[src/rtl/icmb_consts.vh]
`ifndef ICMB_CONSTS_VH
`define ICMB_CONSTS_VH

// ============================================================
// Register indices
`define ICMB_ADDR_W              5
`define ICMB_IDX_REPLY_STATUS    5'h06
`define ICMB_IDX_REPLY_DATA      5'h07
`define ICMB_IDX_REQ_COMMAND     5'h0E
`define ICMB_IDX_REQ_DATA_A      5'h0F
`define ICMB_IDX_REQ_DATA_B      5'h10

// ============================================================
// Field positions, status/command byte
`define ICMB_CODE_MSB            3
`define ICMB_CODE_LSB            0
`define ICMB_BIT_IRQ_EN          4
`define ICMB_BIT_VALID           5
`define ICMB_RSVD_MSB            7
`define ICMB_RSVD_LSB            6

// ============================================================
// Reset values
`define ICMB_RST_BYTE            8'h00
`define ICMB_RST_WORD            16'h0000
`define ICMB_RST_CODE            4'h0

// ============================================================
// Watchdog
`define ICMB_WDT_W               16
`define ICMB_WDT_LIMIT           16'hFFFF
`define ICMB_WDT_STATUS_CODE     4'h0

`endif

[src/rtl/icmb_mailbox.v]
`timescale 1ns/10ps
`include "icmb_consts.vh"

// Functional notes
// All mailbox registers clear on reset
// Supervisor reads reply word0; processor writes
// Status code carries command acknowledge and status
// Hardware-set status blocks processor code writes
// Watchdog limit sets reply flag, code zero
// Watchdog lock holds until processor core reset
// Request irq enable gates request flag interrupt
// Only processor side sets reply flag
// Supervisor clears reply flag unless locked
// Processor sets reply flag after loading data
// Reply data: processor writes, supervisor reads
// Processor waits for flag clear before rewrite
// Request word0: supervisor writes, processor reads
// Master writes command code for slave
// Reply irq enable gates reply flag interrupt
// Only supervisor sets request flag
// Only processor clears request flag
// Master sets request flag after loading
// Request data words: supervisor writes only
// Master rewrites data after flag clears
// Reserved bits 7:6 read zero
// Interrupt levels: flag and enable both set
// Writes without permission are ignored
module icmb_mailbox #(
	parameter [`ICMB_WDT_W-1:0] WDT_LIMIT = `ICMB_WDT_LIMIT
) (
	// Clock and reset
	input  wire                    mclk_i,
	input  wire                    rst_n_i,
	// Supervisory core register port
	input  wire [`ICMB_ADDR_W-1:0] sup_addr_i,
	input  wire                    sup_wr_i,
	input  wire                    sup_rd_i,
	input  wire [15:0]             sup_wdata_i,
	output reg  [15:0]             sup_rdata_o,
	output reg                     sup_rvalid_o,
	// Processing core register port
	input  wire [`ICMB_ADDR_W-1:0] proc_addr_i,
	input  wire                    proc_wr_i,
	input  wire                    proc_rd_i,
	input  wire [15:0]             proc_wdata_i,
	output reg  [15:0]             proc_rdata_o,
	output reg                     proc_rvalid_o,
	// Processing core control
	input  wire                    processing_core_enable_i,
	input  wire                    proc_wdt_kick_i,
	// Interrupts and status
	output reg                     sup_irq_o,
	output reg                     proc_irq_o,
	output reg                     wdt_lock_o
);

	// ============================================================
	// Reset release
	reg        rst_meta_n;
	reg        rst_sync_n;

	always @(posedge mclk_i or negedge rst_n_i) begin
		if (!rst_n_i) begin
			rst_meta_n <= 1'b0;
			rst_sync_n <= 1'b0;
		end else begin
			rst_meta_n <= 1'b1;
			rst_sync_n <= rst_meta_n;
		end
	end

	// ============================================================
	// Mailbox storage
	reg [3:0]  reply_status_code;
	reg        request_irq_enable;
	reg        reply_valid_flag;
	reg [15:0] slave_reply_word1;
	reg [3:0]  request_command_code;
	reg        reply_irq_enable;
	reg        request_valid_flag;
	reg [15:0] host_request_word1;
	reg [15:0] host_request_word2;
	reg        hw_lock;

	// ============================================================
	// Address decode
	function is_idx;
		input [`ICMB_ADDR_W-1:0] addr;
		input [`ICMB_ADDR_W-1:0] idx;
		begin
			is_idx = (addr == idx);
		end
	endfunction

	wire sup_wr_reply_status  = sup_wr_i  && is_idx(sup_addr_i,  `ICMB_IDX_REPLY_STATUS);
	wire sup_wr_req_command   = sup_wr_i  && is_idx(sup_addr_i,  `ICMB_IDX_REQ_COMMAND);
	wire sup_wr_req_data_a    = sup_wr_i  && is_idx(sup_addr_i,  `ICMB_IDX_REQ_DATA_A);
	wire sup_wr_req_data_b    = sup_wr_i  && is_idx(sup_addr_i,  `ICMB_IDX_REQ_DATA_B);
	wire proc_wr_reply_status = proc_wr_i && is_idx(proc_addr_i, `ICMB_IDX_REPLY_STATUS);
	wire proc_wr_reply_data   = proc_wr_i && is_idx(proc_addr_i, `ICMB_IDX_REPLY_DATA);
	wire proc_wr_req_command  = proc_wr_i && is_idx(proc_addr_i, `ICMB_IDX_REQ_COMMAND);

	// ============================================================
	// Watchdog on the processing core
	wire wdt_timeout;

	icmb_watchdog #(
		.LIMIT     (WDT_LIMIT)
	) u_watchdog (
		.mclk_i    (mclk_i),
		.rst_n_i   (rst_sync_n),
		.enable_i  (processing_core_enable_i),
		.kick_i    (proc_wdt_kick_i),
		.timeout_o (wdt_timeout)
	);

	// ============================================================
	// Hardware lock on the reply status
	// Disabling the core is its reset; that and the mailbox reset are the ways out of the lock
	always @(posedge mclk_i or negedge rst_sync_n) begin
		if (!rst_sync_n) begin
			hw_lock <= 1'b0;
		end else if (!processing_core_enable_i) begin
			hw_lock <= 1'b0;
		end else if (wdt_timeout) begin
			hw_lock <= 1'b1;
		end
	end

	// ============================================================
	// Reply status byte
	wire       reply_set_sw = proc_wr_reply_status && proc_wdata_i[`ICMB_BIT_VALID];
	wire       reply_clr_sw = sup_wr_reply_status && !sup_wdata_i[`ICMB_BIT_VALID];
	reg        next_reply_valid_flag;
	reg [3:0]  next_reply_status_code;

	always @* begin
		next_reply_valid_flag  = reply_valid_flag;
		next_reply_status_code = reply_status_code;
		// Clear first, so a set in the same cycle wins
		if (reply_clr_sw) begin
			next_reply_valid_flag = 1'b0;
		end
		if (hw_lock || wdt_timeout) begin
			next_reply_valid_flag  = 1'b1;
			next_reply_status_code = `ICMB_WDT_STATUS_CODE;
		end else if (proc_wr_reply_status) begin
			next_reply_status_code = proc_wdata_i[`ICMB_CODE_MSB:`ICMB_CODE_LSB];
			if (reply_set_sw) begin
				next_reply_valid_flag = 1'b1;
			end
		end
	end

	always @(posedge mclk_i or negedge rst_sync_n) begin
		if (!rst_sync_n) begin
			reply_status_code  <= `ICMB_RST_CODE;
			reply_valid_flag   <= 1'b0;
			request_irq_enable <= 1'b0;
		end else begin
			reply_status_code <= next_reply_status_code;
			reply_valid_flag  <= next_reply_valid_flag;
			// Enable bit stays writable by the processor even when locked
			if (proc_wr_reply_status) begin
				request_irq_enable <= proc_wdata_i[`ICMB_BIT_IRQ_EN];
			end
		end
	end

	// ============================================================
	// Reply data word
	always @(posedge mclk_i or negedge rst_sync_n) begin
		if (!rst_sync_n) begin
			slave_reply_word1 <= `ICMB_RST_WORD;
		end else if (proc_wr_reply_data) begin
			slave_reply_word1 <= proc_wdata_i;
		end
	end

	// ============================================================
	// Request command byte
	wire req_set = sup_wr_req_command && sup_wdata_i[`ICMB_BIT_VALID];
	wire req_clr = proc_wr_req_command && !proc_wdata_i[`ICMB_BIT_VALID];

	always @(posedge mclk_i or negedge rst_sync_n) begin
		if (!rst_sync_n) begin
			request_command_code <= `ICMB_RST_CODE;
			reply_irq_enable     <= 1'b0;
			request_valid_flag   <= 1'b0;
		end else begin
			if (sup_wr_req_command) begin
				request_command_code <= sup_wdata_i[`ICMB_CODE_MSB:`ICMB_CODE_LSB];
				reply_irq_enable     <= sup_wdata_i[`ICMB_BIT_IRQ_EN];
			end
			// Set wins over a clear in the same cycle
			if (req_set) begin
				request_valid_flag <= 1'b1;
			end else if (req_clr) begin
				request_valid_flag <= 1'b0;
			end
		end
	end

	// ============================================================
	// Request data words
	always @(posedge mclk_i or negedge rst_sync_n) begin
		if (!rst_sync_n) begin
			host_request_word1 <= `ICMB_RST_WORD;
			host_request_word2 <= `ICMB_RST_WORD;
		end else begin
			if (sup_wr_req_data_a) begin
				host_request_word1 <= sup_wdata_i;
			end
			if (sup_wr_req_data_b) begin
				host_request_word2 <= sup_wdata_i;
			end
		end
	end

	// ============================================================
	// Read mux, shared by both ports
	// Reserved bits and unmapped indices read as zero
	function [15:0] read_word;
		input [`ICMB_ADDR_W-1:0] addr;
		input [3:0]              rs_code;
		input                    rs_ien;
		input                    rs_valid;
		input [15:0]             rs_data;
		input [3:0]              rq_code;
		input                    rq_ien;
		input                    rq_valid;
		input [15:0]             rq_a;
		input [15:0]             rq_b;
		begin
			if (addr == `ICMB_IDX_REPLY_STATUS) begin
				read_word = {8'h00, 2'h0, rs_valid, rs_ien, rs_code};
			end else if (addr == `ICMB_IDX_REPLY_DATA) begin
				read_word = rs_data;
			end else if (addr == `ICMB_IDX_REQ_COMMAND) begin
				read_word = {8'h00, 2'h0, rq_valid, rq_ien, rq_code};
			end else if (addr == `ICMB_IDX_REQ_DATA_A) begin
				read_word = rq_a;
			end else if (addr == `ICMB_IDX_REQ_DATA_B) begin
				read_word = rq_b;
			end else begin
				read_word = 16'h0000;
			end
		end
	endfunction

	wire [15:0] sup_view  = read_word(sup_addr_i, reply_status_code, request_irq_enable,
		reply_valid_flag, slave_reply_word1, request_command_code, reply_irq_enable,
		request_valid_flag, host_request_word1, host_request_word2);
	wire [15:0] proc_view = read_word(proc_addr_i, reply_status_code, request_irq_enable,
		reply_valid_flag, slave_reply_word1, request_command_code, reply_irq_enable,
		request_valid_flag, host_request_word1, host_request_word2);

	always @(posedge mclk_i or negedge rst_sync_n) begin
		if (!rst_sync_n) begin
			sup_rdata_o   <= `ICMB_RST_WORD;
			sup_rvalid_o  <= 1'b0;
			proc_rdata_o  <= `ICMB_RST_WORD;
			proc_rvalid_o <= 1'b0;
		end else begin
			sup_rvalid_o  <= sup_rd_i;
			proc_rvalid_o <= proc_rd_i;
			if (sup_rd_i) begin
				sup_rdata_o <= sup_view;
			end
			if (proc_rd_i) begin
				proc_rdata_o <= proc_view;
			end
		end
	end

	// ============================================================
	// Interrupt levels and lock status
	// Taken from the stored flags, so they lag the flag by one cycle
	always @(posedge mclk_i or negedge rst_sync_n) begin
		if (!rst_sync_n) begin
			sup_irq_o  <= 1'b0;
			proc_irq_o <= 1'b0;
			wdt_lock_o <= 1'b0;
		end else begin
			sup_irq_o  <= reply_valid_flag && reply_irq_enable;
			proc_irq_o <= request_valid_flag && request_irq_enable;
			wdt_lock_o <= hw_lock;
		end
	end

	// Writes by a core to a register it may not write have no decode
	// term above and so change nothing // R23

endmodule

[src/rtl/icmb_watchdog.v]
`timescale 1ns/10ps
`include "icmb_consts.vh"

module icmb_watchdog #(
	parameter [`ICMB_WDT_W-1:0] LIMIT = `ICMB_WDT_LIMIT
) (
	// Clock and reset
	input  wire mclk_i,
	input  wire rst_n_i,
	// Control
	input  wire enable_i,
	input  wire kick_i,
	// Status
	output reg  timeout_o
);

	reg [`ICMB_WDT_W-1:0] count;

	// ============================================================
	// Counter, held clear while the core is disabled
	always @(posedge mclk_i or negedge rst_n_i) begin
		if (!rst_n_i) begin
			count     <= `ICMB_RST_WORD;
			timeout_o <= 1'b0;
		end else if (!enable_i) begin
			count     <= `ICMB_RST_WORD;
			timeout_o <= 1'b0;
		end else if (kick_i) begin
			count     <= `ICMB_RST_WORD;
			timeout_o <= 1'b0;
		end else if (count == LIMIT) begin
			// Saturate so the timeout stays a level
			timeout_o <= 1'b1;
		end else begin
			count <= count + {{(`ICMB_WDT_W-1){1'b0}}, 1'b1};
		end
	end

endmodule

[config.mk]
export PLATFORM = sky130hd
export DESIGN_NAME = icmb_mailbox
export DESIGN_NICKNAME = d
export VERILOG_FILES = /design/src/rtl/icmb_mailbox.v /design/src/rtl/icmb_watchdog.v
export VERILOG_INCLUDE_DIRS = /design/src /design/src/rtl
export SDC_FILE = /design/constraint.sdc
export NUM_CORES = 1
export LEC_CHECK = 0
export ABC_CLOCK_PERIOD_IN_PS = 3840
export BUFFER_PORTS_ARGS = -buffer_cell sky130_fd_sc_hd__buf_2
export CORE_ASPECT_RATIO = 0.9
export CORE_MARGIN = 3
export CORE_UTILIZATION = 30
export CTS_BUF_LIST = sky130_fd_sc_hd__clkbuf_2
export CTS_CLUSTER_SIZE = 8
export DETAILED_ROUTE_END_ITERATION = 8
export PLACE_DENSITY = 0.51
export RECOVER_POWER = 100
export SETUP_SLACK_MARGIN = 0.15
export SLEW_MARGIN = 5
export SYNTH_ARGS = -nofsm -noshare
export SYNTH_HDL_FRONTEND = slang
export SYNTH_HIERARCHICAL = 1
export SYNTH_SLANG_ARGS = --single-unit
[constraint.sdc]
create_clock -name mclk_i -period 3.84 [get_ports mclk_i]
set_input_delay 0.192 -clock mclk_i [delete_from_list [all_inputs] [get_ports mclk_i]]
set_output_delay 0.192 -clock mclk_i [all_outputs]
set_load 0.005 [all_outputs]
==> impl_metrics.json, run 1 <==
{
  "setup_ws_ns": 0.965,
  "synth-seq-cells": 117,
  "crit_path_end_kind": "register",
  "rr_worst_depth": 5,
  "wire_per_inst_um": 17.3,
  "start_util": 0.311,
  "grt_pass1_vias": 4448,
  "die_h_um": 135,
  "synth-edff-count": 0,
  "instances_no_fill": 889,
  "synth_cells": 503,
  "place_worst_setup_slack_ns": 1.33,
  "netlist.area_leader.share": 0.524,
  "cts_setup_buffers": 0,
  "cts_root_buffer": "clkbuf_2",
  "crit_buf_inv": 2,
  "skew_ns": 0.0283,
  "worstMarginPinSlew_ns": 1.97,
  "placed_cells": 808,
  "cp_cell_sequence": "dlygate4sd3_1 > clkbuf_1 > nor4_1 > and2_0 > nand2_1 > mux2_1",
  "core_um2": 18000,
  "slew_headroom": -0.316,
  "syn-cell-area_um2": 5590,
  "async_flop_share": 1.00,
  "ys.warnings.count": 6,
  "timing.final.crit_share": 0.749,
  "final.setup.tns_ns": 0,
  "maxCapViolCount": 2,
  "drt-initial-drc-count": 352,
  "final_nets": 687,
  "grt_antenna_before_repair": 0,
  "dpl-instance-area_um2": 6210,
  "synth_area_leader_cell": "dfrtp_1",
  "rows": 46,
  "required_ns": 4.39,
  "path_depth": 6,
  "final-max-slew-violation-count": 62,
  "setup_violations": 0,
  "cts-htree-levels": 4,
  "post_cts_resized": 0,
  "die_width_um": 150,
  "syn_to_final_growth_pct": 22.4,
  "drtPass1Iterations": 5,
  "cts_buffer_depth": 2,
  "critPathKind": "primary input to register",
  "crit_arrival_ns": 3.43,
  "portBuffers": 86,
  "violations": "max-capacitance violations, max-slew violations",
  "antennaDiodeCount": 0,
  "slowest_stage": "and2_0",
  "clkLatencyLatePin_ns": 0.67,
  "drc": 0,
  "cts_made_buffers": 17,
  "syn_area_per_cell_um2": 11.1,
  "viasPerCell": 5.02,
  "die-area_um2": 20300,
  "grt_max_degree": 50,
  "synth_nets": 554,
  "crit_fanout": 17,
  "holdCritPathClass": "primary input to register",
  "period_needed_ns": 2.88,
  "ys_seq_area_frac": 0.524,
  "finalHoldViolCount": 0,
  "holdPathStages": 5,
  "detail-route-antenna-nets": 0,
  "vdd_drop_max_mv": 0.176,
  "clk_pin_slew_ns": 0.17,
  "rsz0062_at_grt": "false",
  "wl_um": 15400,
  "powerDensity_nw_per_um2": 392,
  "p_leak_uw": 0.00302,
  "slowest_delay_ns": 0.81,
  "synthDistinctLibCells": 63,
  "grtUsageTotal": 0.160,
  "fmax_mhz": 348,
  "globalRouteOverflowTotal": 0,
  "vias": 4464,
  "ys.flop_type": "dfrtp_1",
  "cp-start-kind": "primary input",
  "ys_top_cells_by_area": "dfrtp_1 52%, mux2_2 7.1%, nor2b_1 4.4%",
  "cpLargestDelayFamily": "simple AND/OR/NAND/NOR gates",
  "status": "finished, violations left",
  "grt_pass1_wl_um": 24800,
  "drive_above_1_share": 0.199,
  "power_uw": 2680,
  "place_congestion": 0.874,
  "cts_sinks": 117,
  "io_pins": 87,
  "yosysMostFrequentCell": "dfrtp_1",
  "dp_hpwl_um": 11700,
  "cts_tree": "yes",
  "netlist_top_cells_count": "117 x dfrtp_1, 41 x o21ai_0, 39 x nor2b_1, 35 x mux2_2, 35 x nand2_1",
  "fin_area_um2": 6840
}
-- area by class of cell --
class	count	area, um^2
clock inverters	11	134
inverters	3	11.3
well taps	240	300
repair buffers	137	891
flip-flops and latches	117	2930
fillers	1857	11100
clock buffers	21	105
multi-input cells	360	2470
-- final timing paths --
path                                                     end  slack (ns)                             from
min in group asynchronous               rst_sync_n$_DFF_PN0_        0.34                          rst_n_i
max in group asynchronous  host_request_word2[4]$_DFFE_PN0P_        1.27             rst_sync_n$_DFF_PN0_
max reg2reg                  u_watchdog/count[3]$_DFFE_PN0P_        0.98  u_watchdog/count[0]$_DFFE_PN0P_
min reg2reg                             rst_sync_n$_DFF_PN0_        0.38             rst_meta_n$_DFF_PN0_
max                        host_request_word2[0]$_DFFE_PN0P_        0.96                    sup_addr_i[0]
min                              sup_rdata_o[14]$_DFFE_PN0P_        0.08                    sup_addr_i[1]
-- state kept, by name (all words and copies together) (netlist names), 4 cells and up --
signal and count:
host_request_word1 16, request_command_code 4, host_request_word2 16, sup_rdata_o 16, u_watchdog/count 16, slave_reply_word1 16, proc_rdata_o 16, reply_status_code 4
-- worst register-to-register path, cell delays in order, from the launching register on --
cell     delay, ns
dfrtp_1       0.45
ha_1          0.24
nand4_1       0.31
nor4_1        1.36
o21ai_0       0.25
a21oi_1       0.18
-- power by group --
group | leakage [uW] | internal [uW] | switching (uW) | total (uW)
clock network | 0.000151 | 366 | 443 | 808
logic | 0.00133 | 187 | 149 | 336
registers | 0.00154 | 1380 | 162 | 1540
total | 0.00302 | 1930 | 754 | 2680
-- cells by family (layout without fill, tap and decap cells) --
kind of cell,after synthesis,in the layout,synth area share
muxes,63,63,0.125
xor gates and xnor gates,3,3,0.00470
other,1,1,0.000671
and+or+nand+nor,157,157,0.158
adders and majority gates,1,1,0.00224
AOI/OAI and AO/OA,135,135,0.160
buffers and inverters,26,172,0.0251
DFF,117,117,0.524
-- what timing repair did --
item / in CTS / in global routing
hold endpoints to repair: 98 / 0
hold buffers: 49 / 0
endpoints found under the setup margin: 0 / 0
-- per-stage QoR --
stage | hold slack [ns] | utilization
final | 0.0847 | 0.381
after detailed placement | -0.0203 | 0.346
after global placement | -0.0224 | 0.346
after floorplan | -0.104 | -
after global routing | -0.00114 | 0.381
after CTS | 0.0000383 | 0.386
-- layer usage --
metal / share of wire / GRT usage / routed length [um]
met1: 0.50 / 0.242 / 7610
met2: 0.44 / 0.226 / 6710
met3: 0.059 / 0.0348 / 910
met4: 0.0080 / 0.0513 / 123
met5: 0 / 0 / 0
-- cell usage in the layout, fill, tap and decap left out, drive strengths merged, types with 4 or more instances in the layout --
master	n
nor3	8
and2	4
a22o	10
nor2b	39
buf	54
a32o	6
o21ai	45
clkinv	6
nand3	8
a21oi	31
nand2	36
a221o	9
a22oi	10
nand4	7
clkbuf	55
mux2i	8
mux2	55
nor2	29
dfrtp	117
a2bb2oi	6
nor4	4
dlygate4sd3	49
(Power assumes the default switching activity.)
==> run 2, diff against run 1 <==
Settings changed: ABC_CLOCK_PERIOD_IN_PS 3840 to 2700.
Clock period 3.84 ns to 2.7 ns, I/O delays scaled along.
==> run 2 against run 1 <==
The flow now finishes without violations. Sequential share of layout area shrank 0.052 points. Global-route usage up 0.053 points. Design area rose by 0.16%. Register-to-register slack lost 0.45 ns. Clock-buffer cell count is 3 higher. Critical path depth did not move. Critical path type is now register to register. Largest power group unchanged.
==> impl_metrics.json, run 2 (synthesized netlist as in run 1, its figures left out) <==
{
  "detail-route-antenna-nets": 0,
  "crit_arrival_ns": 2.74,
  "p_int_uw": 2580,
  "io_pins": 87,
  "rr_worst_depth": 6,
  "cts_made_buffers": 17,
  "portBuffers": 86,
  "wl_um": 15600,
  "timing.final.crit_share": 0.802,
  "vias": 4470,
  "grt_pass1_vias": 4401,
  "rsz0062_at_grt": "false",
  "cts_buffer_depth": 2,
  "required_ns": 3.27,
  "powerDensity_nw_per_um2": 531,
  "globalRouteOverflowTotal": 0,
  "final_cell_mix": "116 x dfrtp_1, 57 x buf_2, 49 x dlygate4sd3_1",
  "drive_above_1_share": 0.205,
  "finalHoldViolCount": 0,
  "cts_root_buffer": "clkbuf_2",
  "wl_met2_um": 6660,
  "period_needed_ns": 2.17,
  "fmax_mhz": 462,
  "dpl-instance-area_um2": 6260,
  "clkLatencyLatePin_ns": 0.65,
  "grt_antenna_before_repair": 0,
  "cts_setup_buffers": 0,
  "wire_per_inst_um": 17.4,
  "holdPathStages": 5,
  "cts_tree": "yes",
  "drc": 0,
  "grt_pass1_wl_um": 25000,
  "die-area_um2": 20300,
  "worstMarginPinSlew_ns": 1.30,
  "cp-start-kind": "register",
  "crit_path_end_kind": "register",
  "wl_met1_um": 7860,
  "core_um2": 18000,
  "hold_slack_ns": 0.0761,
  "seq_power_share": 0.602,
  "final.setup.tns_ns": 0,
  "final-max-slew-violation-count": 0,
  "maxCapViolCount": 0,
  "fin_area_um2": 6850,
  "fillers": 1832,
  "holdCritPathClass": "primary input to register",
  "fin_util": 0.382,
  "place_congestion": 0.845,
  "viasPerCell": 4.99,
  "grt_max_degree": 57,
  "final_common_cell": "dfrtp_1",
  "start_util": 0.311,
  "p_sw_uw": 1060,
  "critPathKind": "register to register",
  "cts_sinks": 117,
  "power_switching_share": 0.291,
  "dp_hpwl_um": 11700,
  "p_leak_uw": 0.00305,
  "vdd_drop_max_mv": 0.238,
  "clk_pin_slew_ns": 0.17,
  "drt-initial-drc-count": 301,
  "die_h_um": 135,
  "power_uw": 3640,
  "slew_headroom": 0.134,
  "rows": 46,
  "crit_fanout": 11,
  "grtUsageTotal": 0.160,
  "clkPwrFrac": 0.261,
  "drtPass1Iterations": 6,
  "die_width_um": 150,
  "final_nets": 692,
  "top_layer_used": "met4",
  "wl_met3_um": 851,
  "comb_power_share": 0.137,
  "syn_to_final_growth_pct": 22.6,
  "status": "finished clean",
  "setup_violations": 0,
  "skew_ns": 0.0319,
  "cts-htree-levels": 4
}
## run 2: changes by cell type in the layout (fill, tap and decap cells not counted), moves of 2 or more
cell,change
clkbuf_2,+2
bufinv_16,-2
clkinv_2,-3
buf_4,+3
clkinvlp_4,-2
clkinv_1,+4
buf_2,+3
## run 2: final timing paths
kind	startpoint	endpoint	slack [ns]
max	u_watchdog/count[0]$_DFFE_PN0P_	u_watchdog/count[3]$_DFFE_PN0P_	0.53
min	sup_addr_i[4]	sup_rdata_o[14]$_DFFE_PN0P_	0.08
max reg2reg	u_watchdog/count[0]$_DFFE_PN0P_	u_watchdog/count[3]$_DFFE_PN0P_	0.53
min reg2reg	rst_meta_n$_DFF_PN0_	rst_sync_n$_DFF_PN0_	0.38
max in group asynchronous	rst_sync_n$_DFF_PN0_	u_watchdog/count[14]$_DFFE_PN0P_	0.79
min in group asynchronous	rst_n_i	rst_sync_n$_DFF_PN0_	0.33
## run 2: cell type report
cell class,count,area [um^2],share of cell area
Antenna cell,1,2.50,0.000365
Clock inverter,8,58.8,0.00858
Timing Repair Buffer,142,940,0.137
Clock buffer,24,120,0.0175
Sequential cell,117,2930,0.428
Inverter,3,11.3,0.00164
Multi-Input combinational cell,360,2490,0.363
Tap cell,240,300,0.0438
## run 2: per-layer routing
metal | track usage | vias up
met5 | 0 | -
met4 | 0.0361 | 0
met3 | 0.0475 | 17
met2 | 0.224 | 129
met1 | 0.244 | 2184
li1 | - | 2140
## run 2: worst max-delay path: stages (launching register included)
cell	delay, ns
dfrtp_1	0.45
ha_1	0.24
nand4_1	0.33
nor4_2	0.30
clkbuf_1	0.42
o21ai_0	0.17
a21oi_1	0.18
## run 2: repair_timing
item                      4_1_cts  5_1_grt
hold buffers                   49        0
gates resized for setup         0        0
hold endpoints to repair       96        0
## run 2: through the flow
step                std cells  setup WS [ns]
floorplan                 503          0.746
global placement          813          0.794
detailed placement        813          0.757
CTS                       894          0.667
global route              894          0.342
finish                    895          0.534
## run 2: power by group through the flow
stage / Sequential (uW) / Combinational [uW] / Clock [uW]
after detailed placement: 2220 / 442 / 0
after CTS: 2190 / 515 / 1010
after global placement: 2220 / 432 / 0
after global routing: 2220 / 559 / 1080
final: 2190 / 500 / 949
after floorplan: 2130 / 283 / 0
